$ cat src/cdr_pkg.sv
// Contract
// CPU clock is selected source divided by three
// Peripheral clock runs at half CPU clock
// Select high takes external clock, low crystal
// Oscillator output carries raw crystal signal; here the synchronized crystal level, registered on pclk
// Double mode: rise sampled, then falling stage
// Double mode: low request skips first stage
// Single mode: falling stage captures both edges
// Phase sync high holds clocks high, counter reset
// Sync release restarts on next source edge
// Divider phase undefined until sync pulse
// Far side drives phase sync source-synchronous
// Each request honoured only while enable low
// CPU clock high one source period, low two
// Reset output is inverted input, CPU-clock synchronized
// Far side holds phase sync low with crystal
// Qualified requests are combined by OR
// Peripheral clock toggles on CPU clock falls
package cdr_pkg;

	// ***********************************************************
	// Timing and bus constants
	// ***********************************************************
	localparam int        CLK_PERIOD_NS = 8;
	localparam int        DIV_FACTOR    = 3;
	localparam int        CNT_W         = 2;
	localparam int        APB_AW        = 12;
	localparam int        APB_DW        = 32;

	// ***********************************************************
	// Register map
	// ***********************************************************
	localparam logic [APB_AW-1:0] CTRL_OFS   = 12'h000;
	localparam logic [APB_AW-1:0] STATUS_OFS = 12'h004;

	// Control fields
	localparam int         CTRL_SRC_EXT_BIT   = 0;
	localparam int         CTRL_SYNC_MODE_BIT = 1;
	localparam logic [1:0] CTRL_RESET         = 2'h2;

	// Status fields
	localparam int STAT_CPU_CLK_BIT  = 0;
	localparam int STAT_PERIPH_BIT   = 1;
	localparam int STAT_READY_BIT    = 2;
	localparam int STAT_RESET_BIT    = 3;
	localparam int STAT_COUNT_LSB    = 4;
	localparam int STAT_HOLD_BIT     = 6;
	localparam int STAT_FIRST_BIT    = 7;

	// ***********************************************************
	// Pin carrier
	// ***********************************************************
	typedef struct packed {
		logic crystal_in;
		logic external_clock_in;
		logic clock_phase_sync_in;
		logic ready_enable_a_n;
		logic ready_enable_b_n;
		logic bus_ready_req_a;
		logic bus_ready_req_b;
		logic reset_request_n;
	} cdr_pins_s;

	localparam int        PIN_W     = 8;
	// Idle levels: enables off, reset request released
	localparam logic [7:0] PIN_IDLE = 8'h19;

endpackage : cdr_pkg

$ cat src/cdr_clock_gen.sv
// The register offsets and the APB interface to the registers are this design's own decisions.
module cdr_clock_gen (
	input  logic                         pclk,
	input  logic                         presetn,
	input  logic                         psel,
	input  logic                         penable,
	input  logic                         pwrite,
	input  logic [cdr_pkg::APB_AW-1:0]   paddr,
	input  logic [cdr_pkg::APB_DW-1:0]   pwdata,
	output logic [cdr_pkg::APB_DW-1:0]   prdata,
	output logic                         pready,
	output logic                         pslverr,
	input  cdr_pkg::cdr_pins_s           pins,
	output logic                         cpu_clk_out,
	output logic                         periph_clk_out,
	output logic                         oscillator_out,
	output logic                         ready_out,
	output logic                         reset_out
);
	import cdr_pkg::*;

	// ***********************************************************
	// Declarations
	// ***********************************************************
	cdr_pins_s        spins;
	logic [PIN_W-1:0] spins_vec;

	logic [1:0]       ctrl;
	logic [1:0]       next_ctrl;
	logic [APB_DW-1:0] next_prdata;

	logic             src_level;
	logic             src_prev;
	logic             src_rise;
	logic [CNT_W-1:0] div_cnt;
	logic [CNT_W-1:0] next_div_cnt;
	logic             next_cpu_clk;
	logic             next_periph_clk;
	logic             cpu_rise;
	logic             cpu_fall;
	logic             hold;

	logic             ready_req;
	logic             first_sync_stage;
	logic             second_sync_stage;
	logic             next_first_sync_stage;
	logic             next_second_sync_stage;
	logic             next_reset_out;
	logic             sync_mode_select;
	logic             src_ext;

	// ***********************************************************
	// Pin synchronizers
	// ***********************************************************
	// Source clocks are oversampled, so their rate must stay well
	// below pclk for the divider to see every edge
	cdr_pin_sync #(
		.WIDTH    (PIN_W),
		.IDLE_VAL (PIN_IDLE)
	) u_pin_sync (
		.pclk    (pclk),
		.presetn (presetn),
		.pin_in  (pins),
		.pin_out (spins_vec)
	);

	assign spins = cdr_pins_s'(spins_vec);

	// ***********************************************************
	// APB slave
	// ***********************************************************
	function automatic logic is_mapped(input logic [APB_AW-1:0] a);
		is_mapped = (a == CTRL_OFS) || (a == STATUS_OFS);
	endfunction : is_mapped

	// Zero wait states; read data is latched in the setup cycle
	assign pready  = 1'b1;
	assign pslverr = psel && penable && !is_mapped(paddr);

	always_comb
	begin
		next_ctrl   = ctrl;
		next_prdata = prdata;
		if (psel && penable && pwrite && (paddr == CTRL_OFS))
			next_ctrl = pwdata[1:0];
		if (psel && !penable && !pwrite)
		begin
			next_prdata = '0;
			if (paddr == CTRL_OFS)
				next_prdata[1:0] = ctrl;
			else if (paddr == STATUS_OFS)
			begin
				next_prdata[STAT_CPU_CLK_BIT]            = cpu_clk_out;
				next_prdata[STAT_PERIPH_BIT]             = periph_clk_out;
				next_prdata[STAT_READY_BIT]              = ready_out;
				next_prdata[STAT_RESET_BIT]              = reset_out;
				next_prdata[STAT_COUNT_LSB +: CNT_W]     = div_cnt;
				next_prdata[STAT_HOLD_BIT]               = hold;
				next_prdata[STAT_FIRST_BIT]              = first_sync_stage;
			end
		end
	end

	always_ff @(posedge pclk or negedge presetn)
	begin
		if (!presetn)
		begin
			ctrl   <= CTRL_RESET;
			prdata <= '0;
		end
		else
		begin
			ctrl   <= next_ctrl;
			prdata <= next_prdata;
		end
	end

	assign src_ext          = ctrl[CTRL_SRC_EXT_BIT];
	assign sync_mode_select = ctrl[CTRL_SYNC_MODE_BIT];

	// ***********************************************************
	// Source selection and divider
	// ***********************************************************
	// Chosen source level and its rising edge
	assign src_level = src_ext ? spins.external_clock_in
	                           : spins.crystal_in;
	assign src_rise  = src_level && !src_prev;
	assign hold      = spins.clock_phase_sync_in;

	// Count 0 is the single high source period of each cycle
	always_comb
	begin
		next_div_cnt = div_cnt;
		if (hold)
			next_div_cnt = '0;
		else if (src_rise)
		begin
			if (div_cnt == CNT_W'(DIV_FACTOR - 1))
				next_div_cnt = '0;
			else
				next_div_cnt = div_cnt + CNT_W'(1);
		end
		next_cpu_clk = hold || (next_div_cnt == '0);
	end

	assign cpu_rise = next_cpu_clk && !cpu_clk_out;
	assign cpu_fall = !next_cpu_clk && cpu_clk_out;

	// Peripheral clock flips on CPU clock falls; phase sync forces it high
	always_comb
	begin
		next_periph_clk = periph_clk_out;
		if (hold)
			next_periph_clk = 1'b1;
		else if (cpu_fall)
			next_periph_clk = !periph_clk_out;
	end

	// Reset gives a defined phase anyway; the sync pulse realigns it
	always_ff @(posedge pclk or negedge presetn)
	begin
		if (!presetn)
		begin
			src_prev       <= 1'b0;
			div_cnt        <= '0;
			cpu_clk_out    <= 1'b1;
			periph_clk_out <= 1'b1;
			oscillator_out <= 1'b0;
		end
		else
		begin
			src_prev       <= src_level;
			div_cnt        <= next_div_cnt;
			cpu_clk_out    <= next_cpu_clk;
			periph_clk_out <= next_periph_clk;
			oscillator_out <= spins.crystal_in;
		end
	end

	// ***********************************************************
	// Ready and reset synchronization
	// ***********************************************************
	// Each request counts only while its own enable is low
	assign ready_req = (!spins.ready_enable_a_n && spins.bus_ready_req_a)
	                || (!spins.ready_enable_b_n && spins.bus_ready_req_b);

	always_comb
	begin
		next_first_sync_stage  = first_sync_stage;
		next_second_sync_stage = second_sync_stage;
		next_reset_out         = reset_out;
		if (cpu_rise)
			next_first_sync_stage = ready_req;
		if (cpu_fall)
		begin
			next_reset_out = !spins.reset_request_n;
			if (sync_mode_select)
				next_second_sync_stage = ready_req;
			else
				// Low request bypasses the first stage
				next_second_sync_stage = ready_req && first_sync_stage;
		end
	end

	always_ff @(posedge pclk or negedge presetn)
	begin
		if (!presetn)
		begin
			first_sync_stage  <= 1'b0;
			second_sync_stage <= 1'b0;
			reset_out         <= 1'b1;
		end
		else
		begin
			first_sync_stage  <= next_first_sync_stage;
			second_sync_stage <= next_second_sync_stage;
			reset_out         <= next_reset_out;
		end
	end

	assign ready_out = second_sync_stage;

endmodule : cdr_clock_gen

$ cat src/cdr_pin_sync.sv
module cdr_pin_sync #(
	parameter int               WIDTH    = 8,
	parameter logic [WIDTH-1:0] IDLE_VAL = '0
) (
	input  logic             pclk,
	input  logic             presetn,
	input  logic [WIDTH-1:0] pin_in,
	output logic [WIDTH-1:0] pin_out
);

	logic [WIDTH-1:0] stage1;
	logic [WIDTH-1:0] stage2;
	logic [WIDTH-1:0] stage3;
	logic [WIDTH-1:0] next_out;

	// ***********************************************************
	// Agreement filter
	// ***********************************************************
	// A bit moves only once stages two and three match
	always_comb
	begin
		for (int i = 0; i < WIDTH; i++)
			next_out[i] = (stage2[i] == stage3[i]) ? stage3[i] : pin_out[i];
	end

	// Stage one feeds stage two only, to keep metastability contained
	always_ff @(posedge pclk or negedge presetn)
	begin
		if (!presetn)
		begin
			stage1  <= IDLE_VAL;
			stage2  <= IDLE_VAL;
			stage3  <= IDLE_VAL;
			pin_out <= IDLE_VAL;
		end
		else
		begin
			stage1  <= pin_in;
			stage2  <= stage1;
			stage3  <= stage2;
			pin_out <= next_out;
		end
	end

endmodule : cdr_pin_sync

$ cat config.mk
export PLATFORM = sky130hd
export DESIGN_NAME = cdr_clock_gen
export DESIGN_NICKNAME = d
export VERILOG_FILES = /design/src/cdr_pkg.sv /design/src/cdr_clock_gen.sv /design/src/cdr_pin_sync.sv
export SDC_FILE = /design/constraint.sdc
export NUM_CORES = 1
export LEC_CHECK = 0
export BUFFER_PORTS_ARGS = -buffer_cell sky130_fd_sc_hd__buf_2
export CAP_MARGIN = 40
export CORE_MARGIN = 4
export CORE_UTILIZATION = 47
export CTS_BUF_LIST = sky130_fd_sc_hd__clkbuf_4
export CTS_CLUSTER_DIAMETER = 40
export DETAILED_ROUTE_END_ITERATION = 8
export GPL_TIMING_DRIVEN = 0
export PLACE_DENSITY = 0.9
export SLEW_MARGIN = 20
export SYNTH_ARGS = -nofsm -noshare
export SYNTH_HDL_FRONTEND = slang
export SYNTH_HIERARCHICAL = 1
export SYNTH_SLANG_ARGS = --single-unit
export TNS_END_PERCENT = 5
$ cat constraint.sdc
create_clock -name pclk -period 1.82 [get_ports pclk]
set_input_delay 0.364 -clock pclk [delete_from_list [all_inputs] [get_ports pclk]]
set_output_delay 0.364 -clock pclk [all_outputs]
set_load 0.02 [all_outputs]
==> run_results.csv <==
group,metric,value,unit
pwr,p_clk_frac,0.214,
global_route,grt_pass1_wl,5630,µm
layout,num_antenna_cells,0,
sta,fmax,0.574,GHz
yosys,synth-seq-cells,51,
clock_tree,cts_setup_buffers,0,
pwr,power_frac_comb,0.179,
clock_tree,htreeDepth,2,
min_path,min_path_cells,1,
pwr,cellPowerDensity,893,mW/mm²
setup_path,cp-start-kind,"register",
setup_path,r2r-end,"ready_out$_DFFE_PN0P_",
sta,rsz0062_at_grt,"no",
setup_path,r2r_setup_slack,0.08,ns
setup_path,r2r_start,"ctrl[0]$_DFFE_PN0P_",
sta,final-setup-viol-count,0,
run,drv_cap,0,
layout,nets,279,
floorplan,die_area,0.00542,mm²
yosys,synthTopCellsByArea,"dfrtp_1, dfstp_2, buf_4",
floorplan,coreArea,0.00409,mm²
routing,drtPass1Iterations,4,
floorplan,io_pins,96,
yosys,synth_area,0.00202,mm²
routing,drc_errors,0,
sta,period_share,0.957,
clock_tree,cts.clk_slew.worst_paths,0.13,ns
placement,dp_cells,264,
pwr,sw_frac_of_total,0.279,
placement,dpl.hpwl,2670,µm
pwr,pwr-share-seq,0.607,
layout,final_cells,273,
status,status,"finished, final reports clean",
setup_path,arrival,2.00,ns
clock_tree,cts_buffers,5,
yosys,async_flop_share,1.00,
sta,final-max-slew-violation-count,0,
setup_path,crit_buf_inv,1,
clock_tree,clk-insertion-delay-late,0.35,ns
clock_tree,clockRootBuffer,"clkbuf_4",
setup_path,cpLargestDelayFamily,"multiplexers",
sta,finalCriticalPeriod,1.74,ns
layout,fin_util,0.604,
setup_path,max_stage_delay,0.43,ns
min_path,worstHoldStart,"pins[4]",
sta,tightest_slew,0.544,ns
layout,syn2layout_area_growth,22.0,%
placement,gp_congestion,0.755,
floorplan,start_util,0.495,
setup_path,crit_chain,"mux2i_2 > inv_1 > nand2b_4 > mux2_2 > a221o_1",
yosys,yosysUniqueCellTypes,33,
clock_tree,clock-sinks,51,
floorplan,fp.dieH,73.6,µm
yosys,seq_area_frac_synth,0.641,
global_route,globalRouteOverflowTotal,0,
global_route,antenna_found_initial,0,
min_path,hold_class,"in -> reg",
global_route,grtUsageTotal,0.136,
sta,relSlewSlack,0.637,
routing,postRouteAntennaNets,0,
pwr,leakagePower,1.24,nW
yosys,synth_edf_count,0,
global_route,grt_max_degree,33,
routing,num_vias,1285,
layout,layout-drive-gt1-share,0.480,
setup_path,cp.required,2.07,ns
clock_tree,max-clock-path-buffers,2,
routing,drt-vias-per-instance,4.71,
min_path,holdPathEnd,"u_pin_sync/stage1[4]$_DFF_PN1_",
routing,drtIter0Drc,86,
floorplan,placementRows,23,
yosys,synth.top_cell.area_share,0.433,
clock_tree,cts_tree,"built",
global_route,grt_pass1_vias,1317,
setup_path,cp_slowest_cell,"dfrtp_1",
setup_path,crit_path_end_kind,"register",
setup_path,reg2reg_depth,5,
yosys,ys.flop_type,"dfrtp_1",
placement,portBuffers,40,
pwr,ir_drop,0.626,mV
pwr,switching_power,0.614,mW
yosys,ys_warn_count,6,
yosys,synth_area_per_cell,13.5,µm²
routing,wirelength,3500,µm
yosys,yosys.area.top_type,"dfrtp_1",
sta,hold_viol,0,
routing,wl_per_cell,12.8,µm
setup_path,path_max_fanout,4,
pwr,intPower,1.59,mW
sta,finalClockSkew,0.00875,ns
setup_path,crit_type,"reg -> reg",
yosys,synthCells,150,
floorplan,die_x,73.6,µm
## layout by cell type, fill, tap and decap left out, types with 5 or more instances in the layout
cell	synthesis	routed
a22o_1	6	6
conb_1	2	25
dfstp_2	16	16
buf_2	0	40
nor2_1	5	5
dfrtp_1	35	35
clkbuf_4	0	6
buf_4	25	25
nand2_1	11	11
maj3_2	8	8
## worst reg2reg max path, stage by stage (launching register included)
cell      delay, ns
dfrtp_1        0.43
mux2i_2        0.31
inv_1          0.17
nand2b_4       0.13
mux2_2         0.33
a221o_1        0.28
## worst max-delay path by stage
stage | end | slack, ns | startpoint | cells after the start
6_report | ready_out$_DFFE_PN0P_ | 0.08 | ctrl[0]$_DFFE_PN0P_ | 5
5_1_grt | ready_out$_DFFE_PN0P_ | 0.003 | ctrl[0]$_DFFE_PN0P_ | 5
4_1_cts | ready_out$_DFFE_PN0P_ | 0.02 | ctrl[0]$_DFFE_PN0P_ | 5
3_5_place_dp | ctrl[0]$_DFFE_PN0P_ | -0.12 | paddr[4] | 5
3_3_place_gp | ctrl[0]$_DFFE_PN0P_ | -0.12 | paddr[1] | 5
2_1_floorplan | ctrl[0]$_DFFE_PN0P_ | 0.08 | paddr[4] | 4
## metal layers
metal  up-vias  GRT usage  share of wire
li1        615          -              -
met1       596      0.148           0.40
met2        65      0.241           0.49
met3         9     0.0438          0.095
met4         0     0.0563          0.017
met5         -          0              0
## cell usage after synthesis (2+ instances only)
cell type and count:
maj3_2 8, mux2i_1 5, mux2_4 2, conb_1 2, nand2b_1 3, nor3_1 2
a21oi_1 4, nor2b_1 2, nand2_1 11, o31ai_1 2, nor4_2 2, inv_1 3
dfrtp_1 35, a22o_1 6, mux2_2 2, nor2_1 5, dfstp_2 16, buf_4 25
## power groups by stage
stage          clock [mW]  sequential, mW  combinational (mW)
2_1_floorplan           0            1.37               0.225
3_3_place_gp            0            1.35               0.363
3_5_place_dp            0            1.36               0.381
4_1_cts             0.487            1.34               0.389
5_1_grt             0.548            1.35               0.432
6_report            0.471            1.34               0.395
## metrics by stage
step | hold WS [ns] | area [µm²] | worst slack, ns | setup TNS [ns] | power (mW)
after global routing | 0.0563 | 2470 | 0.00344 | 0 | 2.33
after detailed placement | 0.335 | 2390 | -0.124 | -0.218 | 1.74
after CTS | 0.0799 | 2460 | 0.0234 | 0 | 2.21
after global placement | 0.331 | 2370 | -0.116 | -0.189 | 1.71
final | 0.0995 | 2470 | 0.0781 | 0 | 2.20
after floorplan | 0.0684 | 2110 | 0.0778 | 0 | 1.60
## flip-flops by register name, summed over array words and instances (netlist names)
name                count
cpu_clk_out             1
ctrl                    2
div_cnt                 2
first_sync_stage        1
oscillator_out          1
periph_clk_out          1
prdata                  8
ready_out               1
reset_out               1
src_prev                1
u_pin_sync/pin_out      8
u_pin_sync/stage1       8
u_pin_sync/stage2       8
u_pin_sync/stage3       8
## cell type report
class / instances / area (µm²)
plain buffers: 26 / 191
repair buffers: 42 / 230
inverters: 3 / 11.3
clock buffers: 6 / 45.0
clock inverters: 2 / 7.51
fillers: 338 / 1620
well taps: 50 / 62.6
multi-input cells: 93 / 623
flip-flops and latches: 51 / 1300
## timing repair
| action | 4_1_cts | 5_1_grt |
|---|---|---|
| endpoints found under the setup margin | 1 | 3 |
| gates cloned | 0 | 0 |
| gates resized for setup | 1 | 3 |
| hold buffers | 1 | 0 |
| endpoints found under the hold margin | 16 | 0 |
## kinds of logic (layout without fill, tap and decap cells)
logic type,count (synthesis),after routing,synth area share
compound gates,20,20,0.0736
fa+ha+maj,8,8,0.0445
buf+inv,29,79,0.100
flops,51,51,0.641
mux,9,9,0.0507
other cells,2,25,0.00371
simple gates,31,31,0.0866
Power figures use the tool's default switching activity.
